`src/logic/ucb_pkg.sv`:
```
package ucb_pkg;

   // Register location: I/O space and data space views
   localparam logic [7:0] CTRL_B_IO_ADDR = 8'h0a;
   localparam logic [7:0] CTRL_B_DS_ADDR = 8'h2a;
   localparam logic [7:0] CTRL_B_RESET = 8'h00;
   // Bit 1 is read-only and is never stored from a write
   localparam logic [7:0] CTRL_B_WR_MASK = 8'hfd;

   // Field positions
   localparam int BIT_RX_DONE_IRQ_EN = 7;
   localparam int BIT_TX_DONE_IRQ_EN = 6;
   localparam int BIT_BUF_EMPTY_IRQ_EN = 5;
   localparam int BIT_RECEIVER_ON = 4;
   localparam int BIT_TRANSMITTER_ON = 3;
   localparam int BIT_CHAR_SIZE_MSB = 2;
   localparam int BIT_RX_NINTH = 1;
   localparam int BIT_TX_NINTH = 0;

   // Character size codes {msb, low[1:0]}
   localparam logic [2:0] SIZE_5 = 3'h0;
   localparam logic [2:0] SIZE_6 = 3'h1;
   localparam logic [2:0] SIZE_7 = 3'h2;
   localparam logic [2:0] SIZE_8 = 3'h3;
   localparam logic [2:0] SIZE_9 = 3'h7;

   // Bit timing
   localparam int CLK_HZ = 50000000;
   localparam int BAUD_HZ = 9600;
   localparam int BIT_CYCLES_DEF = CLK_HZ / BAUD_HZ;
   localparam int BIT_CNT_W = 16;

   // Frame shifter: start + up to 9 data + stop
   localparam int FRAME_W = 11;
   localparam int FIFO_DEPTH = 2;

   typedef struct packed {
      logic parity_err;
      logic frame_err;
      logic [8:0] data;
   } ucb_rx_entry_t;

   typedef enum logic [1:0] {
      TX_IDLE = 2'b01,
      TX_SHIFT = 2'b10
   } ucb_tx_state_t;

   function automatic logic [3:0] ucb_data_bits(input logic [2:0] code);
      case (code)
         SIZE_5: ucb_data_bits = 4'h5;
         SIZE_6: ucb_data_bits = 4'h6;
         SIZE_7: ucb_data_bits = 4'h7;
         SIZE_9: ucb_data_bits = 4'h9;
         default: ucb_data_bits = 4'h8;
      endcase
   endfunction

endpackage

```
`src/logic/ucb_fifo2.sv`:
```
`timescale 1ns/1ps
`default_nettype none
module ucb_fifo2 #(
   parameter int WIDTH = 11
) (
   input wire logic clk,
   input wire logic nrst,
   input wire logic flush,
   input wire logic in_valid,
   output logic in_ready,
   input wire logic [WIDTH-1:0] in_data,
   output logic out_valid,
   input wire logic out_ready,
   output logic [WIDTH-1:0] out_data
);
   logic [WIDTH-1:0] mem [ucb_pkg::FIFO_DEPTH];
   logic wr_ptr;
   logic rd_ptr;
   logic [1:0] count;
   wire push = in_valid && in_ready;
   wire pop = out_valid && out_ready;

   assign in_ready = (count != 2'h2);
   assign out_valid = (count != 2'h0);
   assign out_data = mem[rd_ptr];

   always_ff @(posedge clk) begin
      if (push) begin
         mem[wr_ptr] <= in_data;
      end
   end

   always_ff @(posedge clk or negedge nrst) begin
      if (!nrst) begin
         wr_ptr <= 1'b0;
         rd_ptr <= 1'b0;
         count <= 2'h0;
      end else if (flush) begin
         wr_ptr <= 1'b0;
         rd_ptr <= 1'b0;
         count <= 2'h0;
      end else begin
         wr_ptr <= wr_ptr ^ push;
         rd_ptr <= rd_ptr ^ pop;
         count <= count + {1'b0, push} - {1'b0, pop};
      end
   end
endmodule
`default_nettype wire

```
`src/logic/ucb_tx_shift.sv`:
```
`timescale 1ns/1ps
`default_nettype none
module ucb_tx_shift (
   input wire logic clk,
   input wire logic nrst,
   input wire logic bit_tick,
   input wire logic [3:0] data_bits,
   input wire logic in_valid,
   output logic in_ready,
   input wire logic [8:0] in_data,
   output logic txd,
   output logic busy,
   output logic done
);
   ucb_pkg::ucb_tx_state_t state;
   logic [ucb_pkg::FRAME_W-1:0] shreg;
   logic [3:0] left;
   logic [ucb_pkg::FRAME_W-1:0] frame;
   logic [8:0] keep;

   // Unused high data bits become idle ones, so the stop bit follows
   assign keep = 9'h1ff >> (4'h9 - data_bits);
   assign frame = {1'b1, (in_data & keep) | ~keep, 1'b0};
   assign in_ready = (state == ucb_pkg::TX_IDLE) && bit_tick;
   assign busy = (state == ucb_pkg::TX_SHIFT);
   assign txd = busy ? shreg[0] : 1'b1;

   always_ff @(posedge clk or negedge nrst) begin
      if (!nrst) begin
         state <= ucb_pkg::TX_IDLE;
         shreg <= '1;
         left <= 4'h0;
         done <= 1'b0;
      end else begin
         done <= 1'b0;
         case (state)
            ucb_pkg::TX_IDLE: begin
               if (in_valid && bit_tick) begin
                  shreg <= frame;
                  left <= data_bits + 4'h1;
                  state <= ucb_pkg::TX_SHIFT;
               end
            end
            ucb_pkg::TX_SHIFT: begin
               if (bit_tick) begin
                  shreg <= {1'b1, shreg[ucb_pkg::FRAME_W-1:1]};
                  left <= left - 4'h1;
                  if (left == 4'h0) begin
                     state <= ucb_pkg::TX_IDLE;
                     done <= 1'b1;
                  end
               end
            end
            default: state <= ucb_pkg::TX_IDLE;
         endcase
      end
   end
endmodule
`default_nettype wire

```
`src/logic/ucb_serial_control.sv`:
```
`timescale 1ns/1ps
`default_nettype none
// Contract
// - Receive irq needs enable, global, flag.
// - Transmit irq needs enable, global, flag.
// - Empty irq needs enable, global, flag.
// - Bit 4 enables receiver, owns RxD.
// - Receiver off flushes buffer and errors.
// - Bit 3 enables transmitter, owns TxD.
// - Transmitter drains buffer and shifter first.
// - Idle disabled transmitter releases TxD pin.
// - Bit 2 is top character size bit.
// - At 0x0A/0x2A, reset zero, bit1 read-only.
module ucb_serial_control #(
   parameter int BIT_CYCLES = ucb_pkg::BIT_CYCLES_DEF
) (
   input wire logic clk,
   input wire logic nrst,
   input wire logic [7:0] io_addr,
   input wire logic io_space,
   input wire logic io_wr,
   input wire logic io_rd,
   input wire logic [7:0] io_wdata,
   output logic [7:0] io_rdata,
   input wire logic global_irq_en,
   input wire logic [1:0] char_size_low,
   input wire logic tx_wr,
   input wire logic [7:0] tx_wr_data,
   input wire logic tx_done_clr,
   input wire logic rx_char_valid,
   input wire logic [8:0] rx_char_data,
   input wire logic rx_char_frame_err,
   input wire logic rx_char_parity_err,
   input wire logic rx_rd,
   output logic [7:0] rx_data,
   output logic rx_done_flag,
   output logic tx_done_flag,
   output logic buf_empty_flag,
   output logic frame_error_flag,
   output logic overrun_flag,
   output logic parity_error_flag,
   output logic rx_done_irq,
   output logic tx_done_irq,
   output logic buf_empty_irq,
   output logic rxd_owned,
   output logic txd_out,
   output logic txd_oe,
   output logic char_size_msb
);
   logic [7:0] ctrl;
   logic [ucb_pkg::BIT_CNT_W-1:0] bit_cnt;
   logic bit_tick;

   wire hit = io_space ? (io_addr == ucb_pkg::CTRL_B_IO_ADDR)
                       : (io_addr == ucb_pkg::CTRL_B_DS_ADDR);
   wire ctrl_wr = io_wr && hit;
   wire receiver_on = ctrl[ucb_pkg::BIT_RECEIVER_ON];
   wire transmitter_on = ctrl[ucb_pkg::BIT_TRANSMITTER_ON];
   wire [2:0] size_code = {ctrl[ucb_pkg::BIT_CHAR_SIZE_MSB],
                           char_size_low};
   wire nine_bit = (size_code == ucb_pkg::SIZE_9);
   wire [3:0] data_bits = ucb_pkg::ucb_data_bits(size_code);

   // Transmit path
   wire txq_in_ready;
   wire txq_out_valid;
   wire [8:0] txq_out_data;
   wire sh_ready;
   wire sh_txd;
   wire sh_busy;
   wire sh_done;
   wire tx_push = tx_wr && transmitter_on;
   wire [8:0] tx_word = {ctrl[ucb_pkg::BIT_TX_NINTH] & nine_bit,
                         tx_wr_data};
   // Stays active after disable until buffer and shifter are empty
   wire tx_active = transmitter_on || txq_out_valid || sh_busy;

   // Receive path
   ucb_pkg::ucb_rx_entry_t rx_in;
   ucb_pkg::ucb_rx_entry_t rx_head;
   wire rxq_in_ready;
   wire rxq_out_valid;
   wire rx_push = rx_char_valid && receiver_on;
   wire rx_pop = rx_rd && rxq_out_valid;
   wire rx_lost = rx_push && !rxq_in_ready;
   wire rx_ninth = nine_bit && rxq_out_valid && rx_head.data[8];
   wire [7:0] read_view = {ctrl[7:2], rx_ninth, ctrl[0]};

   assign rx_in.parity_err = rx_char_parity_err;
   assign rx_in.frame_err = rx_char_frame_err;
   assign rx_in.data = rx_char_data;

   // Bit-rate divider: one-cycle tick per bit time
   always_ff @(posedge clk or negedge nrst) begin
      if (!nrst) begin
         bit_cnt <= '0;
         bit_tick <= 1'b0;
      end else begin
         bit_tick <= (bit_cnt == ucb_pkg::BIT_CNT_W'(BIT_CYCLES - 1));
         if (bit_cnt == ucb_pkg::BIT_CNT_W'(BIT_CYCLES - 1)) begin
            bit_cnt <= '0;
         end else begin
            bit_cnt <= bit_cnt + 1'b1;
         end
      end
   end

   ucb_fifo2 #(
      .WIDTH(9)
   ) u_txq (
      .clk(clk),
      .nrst(nrst),
      .flush(1'b0),
      .in_valid(tx_push),
      .in_ready(txq_in_ready),
      .in_data(tx_word),
      .out_valid(txq_out_valid),
      .out_ready(sh_ready),
      .out_data(txq_out_data)
   );

   ucb_tx_shift u_shift (
      .clk(clk),
      .nrst(nrst),
      .bit_tick(bit_tick),
      .data_bits(data_bits),
      .in_valid(txq_out_valid),
      .in_ready(sh_ready),
      .in_data(txq_out_data),
      .txd(sh_txd),
      .busy(sh_busy),
      .done(sh_done)
   );

   ucb_fifo2 #(
      .WIDTH($bits(ucb_pkg::ucb_rx_entry_t))
   ) u_rxq (
      .clk(clk),
      .nrst(nrst),
      .flush(!receiver_on),
      .in_valid(rx_push),
      .in_ready(rxq_in_ready),
      .in_data(rx_in),
      .out_valid(rxq_out_valid),
      .out_ready(rx_rd),
      .out_data(rx_head)
   );

   // Control register and read port
   always_ff @(posedge clk or negedge nrst) begin
      if (!nrst) begin
         ctrl <= ucb_pkg::CTRL_B_RESET;
         io_rdata <= 8'h00;
      end else begin
         if (ctrl_wr) begin
            ctrl <= io_wdata & ucb_pkg::CTRL_B_WR_MASK;
         end
         if (io_rd) begin
            io_rdata <= hit ? read_view : 8'h00;
         end
      end
   end

   // Status flags; a set in the clear cycle wins
   always_ff @(posedge clk or negedge nrst) begin
      if (!nrst) begin
         tx_done_flag <= 1'b0;
         overrun_flag <= 1'b0;
      end else begin
         if (sh_done && !txq_out_valid) begin
            tx_done_flag <= 1'b1;
         end else if (tx_done_clr) begin
            tx_done_flag <= 1'b0;
         end
         if (!receiver_on) begin
            overrun_flag <= 1'b0;
         end else if (rx_lost) begin
            overrun_flag <= 1'b1;
         end else if (rx_pop) begin
            overrun_flag <= 1'b0;
         end
      end
   end

   // Registered views of the receive head, receive buffer state and transmit buffer space
   always_ff @(posedge clk or negedge nrst) begin
      if (!nrst) begin
         rx_done_flag <= 1'b0;
         buf_empty_flag <= 1'b0;
         frame_error_flag <= 1'b0;
         parity_error_flag <= 1'b0;
         rx_data <= 8'h00;
      end else begin
         rx_done_flag <= rxq_out_valid;
         buf_empty_flag <= txq_in_ready;
         frame_error_flag <= rxq_out_valid && rx_head.frame_err;
         parity_error_flag <= rxq_out_valid && rx_head.parity_err;
         rx_data <= rxq_out_valid ? rx_head.data[7:0] : 8'h00;
      end
   end

   // Interrupt requests
   always_ff @(posedge clk or negedge nrst) begin
      if (!nrst) begin
         rx_done_irq <= 1'b0;
         tx_done_irq <= 1'b0;
         buf_empty_irq <= 1'b0;
      end else begin
         rx_done_irq <= ctrl[ucb_pkg::BIT_RX_DONE_IRQ_EN] && global_irq_en
                        && rx_done_flag;
         tx_done_irq <= ctrl[ucb_pkg::BIT_TX_DONE_IRQ_EN] && global_irq_en
                        && tx_done_flag;
         buf_empty_irq <= ctrl[ucb_pkg::BIT_BUF_EMPTY_IRQ_EN]
                          && global_irq_en && buf_empty_flag;
      end
   end

   // Pin ownership
   always_ff @(posedge clk or negedge nrst) begin
      if (!nrst) begin
         rxd_owned <= 1'b0;
         txd_oe <= 1'b0;
         txd_out <= 1'b1;
         char_size_msb <= 1'b0;
      end else begin
         rxd_owned <= receiver_on;
         txd_oe <= tx_active;
         txd_out <= tx_active ? sh_txd : 1'b1;
         char_size_msb <= ctrl[ucb_pkg::BIT_CHAR_SIZE_MSB];
      end
   end
endmodule
`default_nettype wire

```
`config.mk`:
```
export PLATFORM = sky130hd
export DESIGN_NAME = ucb_serial_control
export DESIGN_NICKNAME = d
export VERILOG_FILES = /design/src/logic/ucb_pkg.sv /design/src/logic/ucb_fifo2.sv /design/src/logic/ucb_tx_shift.sv /design/src/logic/ucb_serial_control.sv
export SDC_FILE = /design/constraint.sdc
export NUM_CORES = 1
export LEC_CHECK = 0
export ABC_AREA = 1
export BUFFER_PORTS_ARGS = -buffer_cell sky130_fd_sc_hd__buf_4
export CELL_PAD_IN_SITES_DETAIL_PLACEMENT = 0
export CELL_PAD_IN_SITES_GLOBAL_PLACEMENT = 1
export CORE_UTILIZATION = 44
export CTS_CLUSTER_DIAMETER = 30
export DETAILED_ROUTE_END_ITERATION = 8
export GPL_ROUTABILITY_DRIVEN = 0
export PLACE_DENSITY = 0.86
export RECOVER_POWER = 100
export SYNTH_ARGS = -nofsm -noshare
export SYNTH_HDL_FRONTEND = slang
export SYNTH_HIERARCHICAL = 1
export SYNTH_SLANG_ARGS = --single-unit
export TNS_END_PERCENT = 5
```
`constraint.sdc`:
```
create_clock -name clk -period 2.48 [get_ports clk]
set_input_delay 0.744 -clock clk [delete_from_list [all_inputs] [get_ports clk]]
set_output_delay 0.744 -clock clk [all_outputs]
set_load 0.01 [all_outputs]
```
==> qor.txt <==
Final Cell Area -> 6640 µm²
Async S/R FF share, synth -> 0.661
worst path bufs/invs -> 3
FP Rows -> 40
Clock Tree Buf Depth -> 2
startpoint class of the critical path -> flip-flop
GRT Overall Usage -> 0.181
crit path capture type -> flip-flop
Placed Instance Area -> 6280 µm²
initial antenna violation count -> 0
WL final -> 10,400 µm
top cells by area, synth -> dfrtp_1, edfxtp_1, nand2_1, inv_1, dfstp_2
Post-CTS Setup Bufs -> 0
delay-heaviest family, CP -> simple AND/OR/NAND/NOR gates
Syn-to-layout area delta -> 20.3%
total global routing overflow -> 0
Final Non-Filler Cells -> 851
f_max -> 511 MHz
core region area -> 12,100 µm²
Layout Nets -> 734
Hold Path Stages -> 1
Tot Pwr -> 4480 µW
IO Port Bufs -> 74
clk sink count -> 118
dpl cells -> 819
synthesized area -> 5520 µm²
Yosys warning count -> 6
worst hold margin -> 482 ps
kind of critical path -> flip-flop to flip-flop
Leakage Power -> 0.00322 µW
die area -> 13,000 µm²
Clk pin slew, worst setup/hold paths -> 60 ps
P per Cell Area -> 675 nW/µm²
peak supply drop -> 0.000594 V
RR Startpoint -> u_shift/state[0]$_DFFE_PN1P_
WP data required -> 2780 ps
Initial DRC Count -> 191
commonest non-fill, non-tap cell in the layout -> nand2_1
crit-path cells -> inv_1 -> nor2_1 -> and2_0 -> inv_1 -> nor2_1 -> ha_1 -> inv_1 -> ha_1 -> nand3_1 -> nand2_1 -> nor2_1
worst skew pair latency -> 410 ps
Hold-fix buffers, CTS -> 0
Via density -> 4.70
clock skew -> 7.71 ps
reg2reg end -> u_txq/count[1]$_DFF_PN0_
hold crit path type -> flip-flop to flip-flop
DR vias -> 4,002
# IOs -> 76
DRT Pass-1 Iters -> 4
Yosys reg bits -> 118
layout cells sized above 1 -> 0.149
final hold vios -> 0
root buffer cell -> clkbuf_16
post-synth top area cell -> dfrtp_1
global-route wire length before repair -> 18,000 µm
CTS tree -> built
Initial Util -> 0.455
PostCTS Resize Cnt -> 0
post-layout min period -> 1960 ps
Yosys top cell area share -> 0.299
synthesized netlist cell count -> 576
Tightest Pin Transition -> 984 ps
CP arrival -> 2260 ps
RSZ-0062 raised after global routing -> false
Diodes inserted -> 0
post-synthesis sequential area ratio -> 0.574
Sum Neg Setup Slack -> 0 ps
CTS H-Tree Depth -> 4
Post-synth EDFFs -> 40
CTS Buf Count -> 17
Slew HR -> 0.344
post-synth cell types -> 34
vias in the first global route -> 3,934
cells on worst reg2reg path -> 11
CP max stage cell -> dfstp_1
max-cap viol count -> 0
commonest cells after routing, fill and taps aside -> nand2_1, inv_1, nor2_1, dfrtp_1, nand3_1
WHS Endpoint -> bit_cnt[0]$_DFF_PN0_
status -> complete, no violations
Tcrit/Tclk final -> 0.790
syn avg cell area -> 9.58 µm²
HPWL after DPL -> 7600 µm
DIE HEIGHT -> 114 µm
r2r setup slk -> 520 ps
hold_sp -> bit_cnt[0]$_DFF_PN0_
Worst Path Max Fanout -> 3
Antenna Nets Post-Route -> 0
# setup viols final -> 0
drc violations -> 0
predominant post-synthesis flop cell -> dfrtp_1
fin. max-slew vios -> 0
wire per inst -> 12.3 µm
Largest stage delay, worst path -> 530 ps
pin count of the biggest net entering global routing -> 42
Die W -> 114 µm
## per-stage QoR
step	setup WS, ps	util
detailed placement	107	0.519
CTS	552	0.565
global placement	200	0.519
floorplan	178	-
finish	522	0.548
global route	292	0.548
## kinds of logic (layout without fill, tap and decap cells)
logic type      count (synthesis)  count (layout)  synth area share
compound gates                 22              22            0.0202
xor+xnor                        6               6           0.00953
fa+ha+maj                      17              17            0.0386
buf+inv                       101             206            0.0748
flops                         118             118             0.574
mux                            20              20            0.0517
other cells                     1               3          0.000680
simple gates                  291             291             0.230
## cell type report
class,instances,area (µm²)
clock buffer,18,439
clock inverter,14,118
fill,1116,5480
inverter,92,345
multi-input combinational,359,1890
sequential,118,3170
tap,168,210
timing repair buffer,82,463
## how the worst max path moves through the flow
stage / cells after the start / slack, ps / endpoint / startpoint
floorplan: 13 / 180 / u_shift/shreg[9]$_DFFE_PN1P_ / char_size_low[1]
global placement: 14 / 200 / u_shift/shreg[9]$_DFFE_PN1P_ / char_size_low[1]
detailed placement: 14 / 110 / u_shift/shreg[7]$_DFFE_PN1P_ / char_size_low[1]
CTS: 14 / 550 / u_shift/shreg[4]$_DFFE_PN1P_ / char_size_low[1]
global route: 14 / 290 / u_shift/shreg[4]$_DFFE_PN1P_ / char_size_low[0]
finish: 11 / 520 / u_txq/count[1]$_DFF_PN0_ / u_shift/state[0]$_DFFE_PN1P_
## flip-flops by register name, summed over array words and instances (netlist names), 2 cells and up
register       count
u_rxq/mem         22
u_txq/mem         18
bit_cnt           16
u_shift/shreg     10
io_rdata           8
rx_data            8
ctrl               7
u_shift/left       4
u_rxq/count        2
u_shift/state      2
u_txq/count        2
## cells in the mapped netlist (2+ instances only)
cell and count:
nand2_4 2, ha_1 17, buf_6 2, nand2_1 142, edfxtp_1 40, o21ai_0 16
or2_0 6, inv_1 92, xor2_1 6, dfrtp_1 66, nor3_1 3, dfstp_2 12
nand3_1 49, buf_2 2, clkbuf_1 2, nand4_1 12, a21oi_1 4, nor2_2 4
nand3_2 2, mux2_4 16, mux2_2 4, nor2_1 65
## report_power, final
| part | total (µW) | switching [µW] | internal [µW] |
|---|---|---|---|
| clock | 2250 | 922 | 1320 |
| combinational | 189 | 110 | 79.2 |
| sequential | 2050 | 10.4 | 2040 |
## layer usage
metal	GRT usage	up-vias	routed length (µm)
met5	0	-	0
met4	0.0710	0	145
met3	0.0542	15	418
met2	0.311	58	5340
met1	0.212	1913	4540
li1	-	2016	-
Note: power is estimated with default switching activity, not from simulation.
